$ cat src/inc/csf_pkg.sv
// Package for the CPU status-flag block: flag byte layout, opcodes,
// condition codes, register offsets and timing counts.
// Assumes a single 50 MHz system clock shared with the sequencer.
`default_nettype none

package csf_pkg;

	////////////////////////////////////////////////////////////////////
	// Flag byte bit positions, most significant first
	localparam int unsigned FLAG_C   = 7;
	localparam int unsigned FLAG_Z   = 6;
	localparam int unsigned FLAG_S   = 5;
	localparam int unsigned FLAG_V   = 4;
	localparam int unsigned FLAG_D   = 3;
	localparam int unsigned FLAG_H   = 2;
	localparam int unsigned FLAG_U2  = 1;
	localparam int unsigned FLAG_U1  = 0;
	localparam logic [7:0]  ARITH_MASK  = 8'hfc;
	localparam logic [7:0]  USER_MASK   = 8'h03;
	localparam logic [5:0]  ARITH_RESET = 6'h00;

	////////////////////////////////////////////////////////////////////
	// Extended exclusive-or opcodes and timing
	localparam logic [7:0]  XOR_OP_REG  = 8'hb8;
	localparam logic [7:0]  XOR_OP_IMM  = 8'hb9;
	localparam int unsigned XOR_BYTES   = 4;
	localparam int unsigned XOR_CYCLES  = 3;

	////////////////////////////////////////////////////////////////////
	// Register map, byte addresses
	localparam logic [3:0]  REG_FLAGS   = 4'h0;
	localparam logic [3:0]  REG_RESULT  = 4'h4;
	localparam logic [3:0]  REG_COND    = 4'h8;

	////////////////////////////////////////////////////////////////////
	// Jump condition codes
	typedef enum logic [3:0] {
		CC_NEVER, CC_LT, CC_LE, CC_ULE, CC_OV, CC_MI, CC_EQ, CC_CY,
		CC_ALWAYS, CC_GE, CC_GT, CC_UGT, CC_NOV, CC_PL, CC_NE, CC_NC
	} csf_cc_t;

endpackage : csf_pkg

`default_nettype wire

$ cat src/design/csf_flags.sv
// CPU status-flag logic: six arithmetic flags, two user flags, jump
// condition evaluation, extended exclusive-or, stack save and restore.
// Assumes sequencer strobes are one-cycle pulses on MCLK and a classic
// Wishbone master for software access.
//
// Notes on behaviour
// [RULE1] Extended xor writes dst xor src; b8 uses a register source, b9 an immediate.
// [RULE2] Extended xor sets zero and sign from the result, clears overflow, keeps C, D, H; 4 bytes, 3 cycles.
// [RULE3] Six status bits are set or cleared by the latest arithmetic or logic result.
// [RULE4] Carry, overflow, zero and sign are testable by conditional jumps.
// [RULE5] Half-carry and decimal-adjust are never jump conditions.
// [RULE6] User flags change only on explicit set, clear or load, never by arithmetic.
// [RULE7] User flags are never jump conditions.
// [RULE8] User flags have no reset value and reset leaves them alone.
// [RULE9] Interrupt, software trap and illegal trap entry push the flag byte.
// [RULE10] Interrupt return reloads the whole flag byte from the stack.
// [RULE11] Flag byte order from bit 7: C, Z, S, V, D, H, user two, user one.
`default_nettype none

module csf_flags
(
	input  wire logic        MCLK,
	input  wire logic        RST_N,
	// Wishbone classic slave
	input  wire logic        WB_CYC_I,
	input  wire logic        WB_STB_I,
	input  wire logic        WB_WE_I,
	input  wire logic [3:0]  WB_ADR_I,
	input  wire logic [3:0]  WB_SEL_I,
	input  wire logic [31:0] WB_DAT_I,
	output logic      [31:0] WB_DAT_O,
	output logic             WB_ACK_O,
	// Generic flag update from the ALU
	input  wire logic        ALU_UPD,
	input  wire logic [5:0]  ALU_MASK,
	input  wire logic [5:0]  ALU_FLAGS,
	// Explicit user flag instructions
	input  wire logic [1:0]  USER_SET,
	input  wire logic [1:0]  USER_CLR,
	// Extended exclusive-or
	input  wire logic        XOR_GO,
	input  wire logic [7:0]  XOR_OPCODE,
	input  wire logic [7:0]  XOR_DST,
	input  wire logic [7:0]  XOR_SRC,
	input  wire logic [7:0]  XOR_IMM,
	output logic             XOR_BUSY,
	output logic             XOR_DONE,
	output logic      [7:0]  XOR_RESULT,
	// Jump conditions
	input  wire logic [3:0]  JMP_CC,
	output logic             JMP_TAKE,
	output logic             COND_C,
	output logic             COND_Z,
	output logic             COND_S,
	output logic             COND_V,
	// Stack save and restore
	input  wire logic        TRAP_ENTRY,
	output logic             PUSH_STB,
	output logic      [7:0]  PUSH_DATA,
	input  wire logic        INT_RET_LOAD,
	input  wire logic [7:0]  POP_DATA,
	output logic      [7:0]  FLAGS
);

	////////////////////////////////////////////////////////////////////
	// Reset release through two flops
	logic rst_meta_q;
	logic rst_n_q;

	always_ff @(posedge MCLK or negedge RST_N)
	begin
		if (!RST_N)
		begin
			rst_meta_q <= 1'b0;
			rst_n_q    <= 1'b0;
		end
		else
		begin
			rst_meta_q <= 1'b1;
			rst_n_q    <= rst_meta_q;
		end
	end

	////////////////////////////////////////////////////////////////////
	// Condition evaluation; only C, Z, S and V enter the decode
	function automatic logic cc_eval(input logic [3:0] cc,
		input logic c, input logic z, input logic s, input logic v);
		logic r;
		r = 1'b0;
		case (csf_pkg::csf_cc_t'(cc))
			csf_pkg::CC_NEVER:  r = 1'b0;
			csf_pkg::CC_LT:     r = s ^ v;
			csf_pkg::CC_LE:     r = z | (s ^ v);
			csf_pkg::CC_ULE:    r = c | z;
			csf_pkg::CC_OV:     r = v;
			csf_pkg::CC_MI:     r = s;
			csf_pkg::CC_EQ:     r = z;
			csf_pkg::CC_CY:     r = c;
			csf_pkg::CC_ALWAYS: r = 1'b1;
			csf_pkg::CC_GE:     r = ~(s ^ v);
			csf_pkg::CC_GT:     r = ~(z | (s ^ v));
			csf_pkg::CC_UGT:    r = ~c & ~z;
			csf_pkg::CC_NOV:    r = ~v;
			csf_pkg::CC_PL:     r = ~s;
			csf_pkg::CC_NE:     r = ~z;
			csf_pkg::CC_NC:     r = ~c;
			default:            r = 1'b0;
		endcase
		return r;
	endfunction : cc_eval

	////////////////////////////////////////////////////////////////////
	// Extended exclusive-or sequencer
	typedef enum logic {CSF_IDLE, CSF_RUN} csf_xst_t;

	csf_xst_t   xst_q, xst_d;
	logic [1:0] xcnt_q, xcnt_d;
	logic [7:0] xres_q, xres_d;
	logic       xdone_q, xdone_d;
	logic       xor_take;

	// Opcodes other than the two xor forms are ignored
	assign xor_take = XOR_GO && xst_q == CSF_IDLE &&
		(XOR_OPCODE == csf_pkg::XOR_OP_REG ||
		 XOR_OPCODE == csf_pkg::XOR_OP_IMM);

	always_comb
	begin
		xst_d   = xst_q;
		xcnt_d  = xcnt_q;
		xres_d  = xres_q;
		xdone_d = 1'b0;
		case (xst_q)
			CSF_IDLE:
			begin
				if (xor_take)
				begin
					xres_d = XOR_DST ^ ((XOR_OPCODE == csf_pkg::XOR_OP_IMM) ?
						XOR_IMM : XOR_SRC); // [RULE1]
					xcnt_d = 2'h1;
					xst_d  = CSF_RUN;
				end
			end
			CSF_RUN:
			begin
				// Done is posted on the third cycle of the op; the result register loads when the op is taken
				if (xcnt_q == 2'(csf_pkg::XOR_CYCLES - 1)) // [RULE2]
				begin
					xdone_d = 1'b1;
					xst_d   = CSF_IDLE;
					xcnt_d  = 2'h0;
				end
				else
					xcnt_d = xcnt_q + 2'h1;
			end
			default:
			begin
				xst_d  = CSF_IDLE;
				xcnt_d = 2'h0;
			end
		endcase
	end

	always_ff @(posedge MCLK or negedge rst_n_q)
	begin
		if (!rst_n_q)
		begin
			xst_q   <= CSF_IDLE;
			xcnt_q  <= 2'h0;
			xres_q  <= 8'h00;
			xdone_q <= 1'b0;
		end
		else
		begin
			xst_q   <= xst_d;
			xcnt_q  <= xcnt_d;
			xres_q  <= xres_d;
			xdone_q <= xdone_d;
		end
	end

	////////////////////////////////////////////////////////////////////
	// Wishbone slave: ack one cycle after the request, writes at that edge
	logic        ack_q, ack_d;
	logic [31:0] rdat_q, rdat_d;
	logic        wb_req;
	logic        sw_flag_wr;
	logic [7:0]  flags;

	assign wb_req     = WB_CYC_I && WB_STB_I && !ack_q;
	assign sw_flag_wr = wb_req && WB_WE_I && WB_SEL_I[0] &&
		WB_ADR_I == csf_pkg::REG_FLAGS;

	always_comb
	begin
		ack_d  = wb_req;
		rdat_d = 32'h0000_0000;
		if (wb_req && !WB_WE_I)
		begin
			case (WB_ADR_I)
				csf_pkg::REG_FLAGS:  rdat_d = {24'h00_0000, flags};
				csf_pkg::REG_RESULT: rdat_d = {24'h00_0000, xres_q};
				csf_pkg::REG_COND:   rdat_d = {28'h000_0000, COND_C,
					COND_Z, COND_S, COND_V};
				default:             rdat_d = 32'h0000_0000;
			endcase
		end
	end

	always_ff @(posedge MCLK or negedge rst_n_q)
	begin
		if (!rst_n_q)
		begin
			ack_q  <= 1'b0;
			rdat_q <= 32'h0000_0000;
		end
		else
		begin
			ack_q  <= ack_d;
			rdat_q <= rdat_d;
		end
	end

	////////////////////////////////////////////////////////////////////
	// Arithmetic flags C Z S V D H, held as flags[7:2]
	logic [5:0] arith_q, arith_d;
	logic [5:0] xor_mask;
	logic [5:0] xor_val;

	// Field order matches the flag byte from bit 7 downward
	assign xor_mask = 6'h1c;
	assign xor_val  = {1'b0, xres_q == 8'h00, xres_q[7], 1'b0, 2'h0};

	always_comb
	begin
		arith_d = arith_q;
		if (INT_RET_LOAD)
			arith_d = POP_DATA[7:2]; // [RULE10]
		else if (sw_flag_wr)
			arith_d = WB_DAT_I[7:2];
		else if (xdone_q)
			arith_d = (arith_q & ~xor_mask) | xor_val; // [RULE2]
		else if (ALU_UPD)
			arith_d = (arith_q & ~ALU_MASK) | (ALU_FLAGS & ALU_MASK); // [RULE3]
	end

	always_ff @(posedge MCLK or negedge rst_n_q)
	begin
		if (!rst_n_q)
			arith_q <= csf_pkg::ARITH_RESET;
		else
			arith_q <= arith_d;
	end

	////////////////////////////////////////////////////////////////////
	// User flags: no reset on purpose, so power-up value is unknown
	logic [1:0] user_q, user_d;

	always_comb
	begin
		user_d = user_q; // [RULE6]
		if (INT_RET_LOAD)
			user_d = POP_DATA[1:0]; // [RULE10]
		else if (sw_flag_wr)
			user_d = WB_DAT_I[1:0]; // [RULE6]
		else
			user_d = (user_q | USER_SET) & ~USER_CLR; // [RULE6]
	end

	always_ff @(posedge MCLK)
	begin
		user_q <= user_d; // [RULE8]
	end

	assign flags = {arith_q, user_q}; // [RULE11]

	////////////////////////////////////////////////////////////////////
	// Flag byte push on trap or interrupt entry
	logic       push_q, push_d;
	logic [7:0] pdat_q, pdat_d;

	always_comb
	begin
		push_d = TRAP_ENTRY; // [RULE9]
		pdat_d = TRAP_ENTRY ? flags : pdat_q; // [RULE9]
	end

	always_ff @(posedge MCLK or negedge rst_n_q)
	begin
		if (!rst_n_q)
		begin
			push_q <= 1'b0;
			pdat_q <= 8'h00;
		end
		else
		begin
			push_q <= push_d;
			pdat_q <= pdat_d;
		end
	end

	////////////////////////////////////////////////////////////////////
	// Outputs; D, H and the user flags never reach the condition decode
	assign COND_C     = arith_q[csf_pkg::FLAG_C - 2]; // [RULE4]
	assign COND_Z     = arith_q[csf_pkg::FLAG_Z - 2]; // [RULE4]
	assign COND_S     = arith_q[csf_pkg::FLAG_S - 2]; // [RULE4]
	assign COND_V     = arith_q[csf_pkg::FLAG_V - 2]; // [RULE4]
	assign JMP_TAKE   = cc_eval(JMP_CC, COND_C, COND_Z, COND_S,
		COND_V); // [RULE5] [RULE7]
	assign WB_ACK_O   = ack_q;
	assign WB_DAT_O   = rdat_q;
	assign XOR_BUSY   = xst_q == CSF_RUN;
	assign XOR_DONE   = xdone_q;
	assign XOR_RESULT = xres_q;
	assign PUSH_STB   = push_q;
	assign PUSH_DATA  = pdat_q;
	assign FLAGS      = flags;

endmodule : csf_flags

`default_nettype wire

$ cat config.mk
export PLATFORM = sky130hd
export DESIGN_NAME = csf_flags
export DESIGN_NICKNAME = d
export VERILOG_FILES = /design/src/inc/csf_pkg.sv /design/src/design/csf_flags.sv
export SDC_FILE = /design/constraint.sdc
export NUM_CORES = 1
export LEC_CHECK = 0
export BUFFER_PORTS_ARGS = -buffer_cell sky130_fd_sc_hd__buf_4
export CAP_MARGIN = 15
export CORE_ASPECT_RATIO = 0.7
export CORE_UTILIZATION = 36
export CTS_CLUSTER_DIAMETER = 150
export DETAILED_ROUTE_END_ITERATION = 7
export HOLD_SLACK_MARGIN = 0.1
export PLACE_DENSITY = 0.73
export SYNTH_ARGS = -nofsm -noshare
export SYNTH_HDL_FRONTEND = slang
export SYNTH_SLANG_ARGS = --single-unit
$ cat constraint.sdc
create_clock -name MCLK -period 1.3 [get_ports MCLK]
set_input_delay 0.13 -clock MCLK [delete_from_list [all_inputs] [get_ports MCLK]]
set_output_delay 0.13 -clock MCLK [all_outputs]
set_load 0.01 [all_outputs]
==> Word level (Yosys, flattened, before mapping) <==
Index checks and enable logic that the tools add are counted.
{ "totals": {"regBits": 64, "out_inout_bits": 65, "word_cells": 88} }
{ "classes": {"addsub": 1, "n_eq_ne": 21, "n_mux": 18, "bitwise": 20, "reduce_logical": 16} }
{ "op_table": {"columns": ["cell", "n"], "rows": [
  ["equality test 4 bit (second input constant)", 9],
  ["2-to-1 mux 6 bit", 4],
  ["one-hot mux 8 bit (3 select lines)", 1],
  ["equality test 4 x 3 -> 1 bit (second input constant)", 5],
  ["equality test 8 bit (second input constant)", 2],
  ["2-to-1 mux 8 bit", 2],
  ["one-hot mux 1 bit (16 select lines)", 1],
  ["bitwise AND 6 bit", 2],
  ["equality test 4 x 2 -> 1 bit (second input constant)", 2],
  ["logical AND 1 bit", 8],
  ["logical NOT 4 bit", 2],
  ["logical NOT 8 bit", 1],
  ["2-to-1 mux 2 bit", 4],
  ["XOR 8 bit", 1],
  ["inverter 1 bit", 7],
  ["inverter 6 bit", 1],
  ["bitwise OR 6 x 5 -> 6 bit", 1],
  ["bitwise OR 6 bit", 1],
  ["equality test 4 x 1 -> 1 bit (second input constant)", 1],
  ["2-to-1 mux 1 bit", 4],
  ["one-hot mux 2 bit (2 select lines)", 1],
  ["nonzero test 4 bit", 1],
  ["adder 2 x 1 -> 2 bit (second input constant)", 1],
  ["bitwise AND 2 bit", 1],
  ["11 further kinds", 13]
]} }

==> Longest topological paths before layout <==
Gate-level depths: netlist of run 1.
{ "depth": {"ltp_word": 7, "depth_mapped": 5} }

==> Worst setup path before layout of run 1 <==
No wires, ideal clock.
{ "synth_timing": {"kind": "register to register", "start": "reg xst_q (netlist: XOR_BUSY)", "end": "reg xres_q[0] (netlist: XOR_RESULT[0])", "setup_ns": 0.125, "t_arrival_ns": 1.642, "required_ns": 1.175, "slack_ns": -0.467, "path_stages_with_launch": 6, "n_path_buf": 1, "period_less_slack_ns": 1.767, "path_cell_list": "dfrtp_1 nor4bb_1 nand3_1 nor4b_2 buf_6 mux2_2"} }
{ "synth_via": {"elab_chain_cells": 4} }
{ "synth_rtl": {"columns": ["element", "line", "source"], "rows": [
  ["from (decl)", "csf_flags.sv:116", "csf_xst_t xst_q, xst_d;"],
  ["from (signal assigned)", "csf_flags.sv:175", "xst_q <= xst_d;"],
  ["inverter 1 bit (no source line) (*)", null, null],
  ["logical AND 1 bit (2 in series)", "csf_flags.sv:123", "assign xor_take = XOR_GO && xst_q == CSF_IDLE &&"],
  ["AND reduction 2 bit (no source line) (*)", null, null],
  ["to (signal assigned)", "csf_flags.sv:177", "xres_q <= xres_d;"],
  ["to (decl)", "csf_flags.sv:118", "logic [7:0] xres_q, xres_d;"]
]} }
Every way passes the cells marked *; elsewhere a longest branch is shown, timed or not.
A chain may end at the register's enable or synchronous reset.

==> Worst setup path after layout of run 1 <==
{ "layout_timing": {"start": "reg arith_q[5]", "end": "out JMP_TAKE"} }
{ "layout_via": {"elab_chain_cells": 3, "elab_cells_between_ends": 4, "classes_between": "1 x mux; 3 x bitwise"} }
{ "layout_rtl": {"columns": ["element", "line", "source"], "rows": [
  ["from (decl)", "csf_flags.sv:226", "logic [5:0] arith_q, arith_d;"],
  ["from (signal assigned)", "csf_flags.sv:250", "arith_q <= csf_pkg::ARITH_RESET;"],
  ["from (signal assigned)", "csf_flags.sv:252", "arith_q <= arith_d;"],
  ["inverter 1 bit", "csf_flags.sv:102, csf_flags.sv:106", null],
  ["bitwise AND 1 bit", "csf_flags.sv:102", "csf_pkg::CC_UGT: r = ~c & ~z;"],
  ["one-hot mux 1 bit (16 select lines) (*)", "csf_flags.sv:90", "case (csf_pkg::csf_cc_t'(cc))"],
  ["to (decl)", "csf_flags.sv:51", "output logic JMP_TAKE,"]
]} }
Marks and branches as above.

==> run_results.csv, run 1 <==
group,metric,value,unit
timing,setup_viol,20,
final_layout,nNetsFinal,482,
critical_path,reg2reg_from,"XOR_BUSY$_DFF_PN0_",
timing,setup_tns,-6570,ps
drt,vias,2119,
logic_synthesis,netlist_area,2290,sq um
clock_tree,cts_buffer_depth,2,
job,maxCapViolCount,0,
global_routing,grt_pass1_vias,1930,
floorplanning,initial_core_util,38.7,%
outcome,failed_checks,"negative setup slack",
global_routing,antenna_found_initial,0,
final_layout,fin_area,3730,sq um
global_routing,grt_max_degree,37,
global_routing,grtUsageMet3,6.05,%
pwr,comb_power_share,31.1,%
place,place_area,3420,sq um
critical_path,endpoint,"JMP_TAKE",
critical_path,r2r_cells,5,
global_routing,grt_most_used_layer,"met2",
final_layout,instances_no_fill,449,
clock_tree,clkLatencyLatePin,290,ps
logic_synthesis,postSynthCellCount,212,
pwr,internal_power,2.58,mW
drt,final_antenna_net_count,0,
clock_tree,cts_tree,"yes",
floorplanning,die_area,6700,sq um
critical_path,max_stage_delay,540,ps
critical_path,critPathCaptureType,"primary output",
floorplanning,ios,174,
critical_path,path_class,"reg2out",
clock_tree,clk_pin_slew,80,ps
floorplanning,die_x,97.4,microns
floorplanning,die_h,68.8,microns
critical_path,crit_path_start,"arith_q[5]$_DFFE_PN0P_",
timing,hold_slack,108,ps
pwr,p_sw_share,27.4,%
critical_path,r2r-end,"XOR_RESULT[0]$_DFFE_PN0P_",
pwr,ir_drop,532,uV
floorplanning,rows,23,
clock_tree,root_buffer,"clkbuf_8",
place,io_buffers,122,
timing,drv_slew,0,
logic_synthesis,synth_edf_count,0,
logic_synthesis,ys_seq_area_share,43.2,%
min_path,worst_hold_path_type,"in2reg",
pwr,fin_total_pwr,3.56,mW
drt,wl_per_cell,14.4,microns
critical_path,crit_chain,"or4bb_1 -> o31ai_2 -> o41ai_2 -> xor2_1 -> buf_4",
place,gp_congestion,0.787,
critical_path,required,1170,ps
pwr,p_clk_share,28.2,%
logic_synthesis,ys.flop_type,"dfrtp_1",
final_layout,syn_to_final_growth,62.4,%
final_layout,antenna_cells,0,
critical_path,r2r_slack,-450,ps
logic_synthesis,yosys_warnings,0,
drt,drtIter0Drc,83,
global_routing,grtUsageMet2,29.9,%
timing,min_period,1880,ps
timing,finalCritPeriodShare,145,%
logic_synthesis,async_flop_share,95.0,%
drt,wirelength,6.47,mm
clock_tree,cts_made_buffers,5,
critical_path,startpoint_type,"flop",
logic_synthesis,ys_types,40,
place,dp_hpwl,4.98,mm
place,placedCellCount,431,
floorplanning,core,5930,sq um
clock_tree,ctsHtreeMaxLevel,2,
critical_path,cpMaxStageDelayCell,"or4bb_1",
timing,skew,5.75,ps
drt,post-route-drc-count,0,
global_routing,met1_usage,24.8,%
critical_path,crit_fanout,3,
timing,grt_setup_unrepaired,"yes",
logic_synthesis,ys_ff_latch,40,
global_routing,track_usage,18.5,%
clock_tree,cts.sinks,40,
timing,finalWorstSetupSlack,-580,ps
outcome,outcome,"finished with violations",
pwr,total_leakage_power,1.92,nW
critical_path,crit_family,"simple AND/OR/NAND/NOR gates",
drt,via_per_inst,4.72,
timing,finalHoldViolations,0,
global_routing,grt_pass1_wl,9.47,mm
pwr,p_seq_share,40.7,%
pwr,p_per_area,956,nW/um^2
critical_path,crit_cells,5,
final_layout,layout_commonest_cell,"buf_4",
pwr,p_sw,0.976,mW
final_layout,drive_above_1_share,57.0,%
final_layout,layout_common_cells,"155 x buf_4, 33 x dfrtp_1, 25 x conb_1",
drt,dr.pass1.iters,6,
final_layout,fillers,493,
timing,fmax,532,MHz
logic_synthesis,syn-mean-instance-area,10.8,sq um
final_layout,post-route-util,62.9,%
place,pre_cts_ws,-420,ps
critical_path,arrival,1750,ps
global_routing,gr-total-overflow,0,
critical_path,path_buf_inv,1,
[worst min path at each step]
stage	end	slack [ps]	cells after the start	startpoint
3_3_place_gp	rst_meta_q$_DFF_PN0_	-90	1	RST_N
6_report	arith_q[2]$_DFFE_PN0P_	110	3	WB_DAT_I[4]
4_1_cts	arith_q[2]$_DFFE_PN0P_	110	3	WB_DAT_I[4]
3_5_place_dp	rst_n_q$_DFF_PN0_	-80	1	RST_N
2_1_floorplan	rst_meta_q$_DFF_PN0_	-170	0	RST_N
5_1_grt	arith_q[2]$_DFFE_PN0P_	110	3	WB_DAT_I[4]
[cell usage after synthesis (3+ instances only)]
cell       n  area [sq um]
clkbuf_1   5          18.8
nor3_1     5          25.0
nor2_1    18          67.6
nand2b_1   6          37.5
nor2b_1    3          18.8
xnor2_1    8          70.1
mux2i_1   21           210
mux2_2    23           259
nand3_1    3          15.0
dfrtp_1   38           951
buf_4     28           210
nand2_1    9          33.8
o22ai_1    4          25.0
a21oi_1    5          25.0
o221a_2    3          33.8
[flip-flops by register name, indices dropped and copies added, names as in the netlist, 2 cells and up, named ones only]
signal and cells:
PUSH_DATA 8, XOR_RESULT 8, xcnt_q 2, user_q 2, arith_q 4, WB_DAT_O 8
[routing by layer]
layer  up-vias  wire [microns]
met3         4             458
met5         -               0
li1       1018               -
met4         0              44
met2        97            3080
met1      1000            2880
[worst reg2reg max path, cell delays in order, from the launching register on]
cell	delay [ps]
dfrtp_2	410
nor4bb_1	280
nand3_1	160
nor4b_4	290
buf_4	210
mux2_4	300
[power groups by stage]
stage          Clock, mW  Combinational (mW)  Sequential, mW
5_1_grt             1.09                1.20            1.47
3_5_place_dp           0                1.03            1.46
4_1_cts             1.03                1.05            1.44
3_3_place_gp           0                1.01            1.46
2_1_floorplan          0               0.445            1.54
6_report            1.00                1.11            1.45
[kinds of logic (layout without fill, tap and decap cells)]
group,count (synthesis),after routing,share of synthesized area (%)
flops,40,40,43.2
compound gates,25,25,8.34
simple gates,52,52,11.7
buf+inv,38,177,11.2
mux,45,45,21.4
other cells,2,25,0.327
xor+xnor,10,10,3.82
[area by class of cell]
| type | instances | area [sq um] | share of cell area [%] |
|---|---|---|---|
| Sequential cell | 40 | 997 | 26.8 |
| Clock buffer | 6 | 72.6 | 1.95 |
| Inverter | 2 | 7.51 | 0.201 |
| Timing Repair Buffer | 167 | 1290 | 34.7 |
| Clock inverter | 2 | 35.0 | 0.940 |
| Tap cell | 75 | 93.8 | 2.52 |
| Multi-Input combinational cell | 157 | 1230 | 33.0 |
[what timing repair did]
item,4_1_cts,5_1_grt
gates resized for setup,6,25
hold buffers,6,0
hold endpoints to repair,7,0
setup endpoints to repair,20,20
buffers inserted,0,3
pin swaps,0,9
gates cloned,0,1
No activity file was read; power rests on OpenSTA's default activity.
==> inputs of run 2 (changes only) <==
CORE_ASPECT_RATIO = default   (was 0.7)
==> run 2 against run 1 <==
Compared with the run above:
- the run still ends with negative setup slack left
- clock skew is 5.3 ps higher
- core utilization fell by 2.0 points
- sequential power about the same
- non-clock buffer count decreased by 6
- final area down 1.6%
- largest cell class unchanged
==> run_results.csv, run 2 (synthesis gave the netlist of run 1 again) <==
group,metric,value,unit
outcome,outcome,"finished with violations",
outcome,failed_checks,"negative setup slack",
clock_tree,cts_tree,"yes",
drt,vias,2088,
clock_tree,root_buffer,"clkbuf_8",
global_routing,gr-total-overflow,0,
place,dp_hpwl,4.99,mm
drt,via_per_inst,4.71,
drt,wirelength,6.40,mm
drt,final_antenna_net_count,0,
drt,drtIter0Drc,67,
pwr,fin_total_pwr,3.32,mW
floorplanning,die_x,81.8,microns
final_layout,multi_input_area,1240,sq um
final_layout,regArea,996,sq um
critical_path,required,1170,ps
final_layout,fillers,526,
timing,setup_viol,20,
place,io_buffers,122,
final_layout,syn_to_final_growth,59.8,%
final_layout,nNetsFinal,476,
floorplanning,rows,28,
critical_path,crit_chain,"or4bb_1 -> o31ai_2 -> o41ai_2 -> xor2_1 -> buf_4",
global_routing,track_usage,18.9,%
place,place_area,3390,sq um
final_layout,post-route-util,60.8,%
critical_path,path_buf_inv,1,
critical_path,path_class,"reg2out",
global_routing,antenna_found_initial,0,
final_layout,layout_commonest_cell,"buf_4",
drt,wl_per_cell,14.4,microns
global_routing,grt_max_degree,20,
timing,fmax,536,MHz
critical_path,max_stage_delay,540,ps
clock_tree,clk_pin_slew,70,ps
timing,finalCritPeriodShare,144,%
floorplanning,die_area,6700,sq um
critical_path,cpMaxStageDelayCell,"or4bb_1",
clock_tree,cts_buffer_depth,2,
critical_path,crit_fanout,3,
clock_tree,clkLatencyLatePin,290,ps
clock_tree,cts.sinks,40,
clock_tree,cts_made_buffers,5,
final_layout,layout_common_cells,"149 x buf_4, 34 x dfrtp_1, 25 x conb_1",
timing,drv_slew,0,
floorplanning,core,6030,sq um
min_path,worst_hold_path_type,"in2reg",
place,gp_congestion,0.761,
drt,dr.pass1.iters,4,
drt,post-route-drc-count,0,
critical_path,startpoint_type,"flop",
floorplanning,initial_core_util,38.1,%
global_routing,grt_pass1_vias,2043,
timing,hold_slack,109,ps
final_layout,fin_area,3670,sq um
pwr,total_leakage_power,1.89,nW
final_layout,antenna_cells,0,
critical_path,crit_family,"simple AND/OR/NAND/NOR gates",
critical_path,arrival,1740,ps
final_layout,drive_above_1_share,55.2,%
clock_tree,ctsHtreeMaxLevel,2,
timing,finalWorstSetupSlack,-567,ps
timing,min_period,1870,ps
job,maxCapViolCount,0,
pwr,p_per_area,906,nW/um^2
floorplanning,die_h,81.8,microns
global_routing,grt_pass1_wl,9.38,mm
timing,skew,11.1,ps
floorplanning,ios,174,
pwr,ir_drop,529,uV
critical_path,critPathCaptureType,"primary output",
timing,finalHoldViolations,0,
timing,grt_setup_unrepaired,"yes",
==> run 2: timing repair <==
item	CTS	global route
pin swaps	5	6
hold buffers	6	0
cloned	0	1
gates resized for setup	9	18
setup endpoints to repair	21	20
endpoints found under the hold margin	7	0
setup buffers	1	0
==> run 2: path summary, 6_finish.rpt <==
| kind | from | endpoint | slack [ps] | cells past startpoint |
|---|---|---|---|---|
| setup reg to reg | XOR_BUSY$_DFF_PN0_ | XOR_RESULT[4]$_DFFE_PN0P_ | -450 | 5 |
| hold / removal | WB_DAT_I[4] | arith_q[2]$_DFFE_PN0P_ | 110 | 3 |
| hold reg to reg | rst_n_q$_DFF_PN0_ | xcnt_q[0]$_DFFE_PN0P_ | 230 | 1 |
| max in group asynchronous | rst_n_q$_DFF_PN0_ | arith_q[5]$_DFFE_PN0P_ | 840 | 1 |
| min in group asynchronous | RST_N | rst_n_q$_DFF_PN0_ | 150 | 2 |
| setup / recovery | arith_q[5]$_DFFE_PN0P_ | JMP_TAKE | -570 | 5 |
==> run 2: layer usage <==
layer	global-route usage (%)	vias to the layer above	share of wire [%]
li1	-	1006	-
met5	0	-	0
met3	4.56	10	6.5
met4	4.91	0	0.92
met1	22.6	978	39
met2	33.5	94	53
==> run 2: report_power, final <==
group | total, mW | internal (mW) | switching (mW) | leakage (nW)
Clock | 0.793 | 0.377 | 0.416 | 0.0422
Sequential | 1.45 | 1.36 | 0.0873 | 0.496
Combinational | 1.08 | 0.641 | 0.439 | 1.35
==> run 2: tightest hold or removal path: stages <==
cell and delay (ps):
buf_4 80, mux2i_1 50, o21ai_1 100
==> run 2: area by class of cell <==
cell class,count,area share [%]
repair buffers,161,34.0
clock inverters,1,0.137
flip-flops and latches,40,27.2
inverters,2,0.205
well taps,75,2.56
multi-input cells,157,33.9
clock buffers,7,2.08
==> run 2: per-stage QoR <==
step           setup TNS, ps  setup WS (ps)  instances
6_report               -6100           -567        443
3_5_place_dp           -5730           -403        427
2_1_floorplan          -5490           -452        235
3_3_place_gp           -5170           -371        427
5_1_grt                -7820           -633        443
4_1_cts                -5990           -544        442
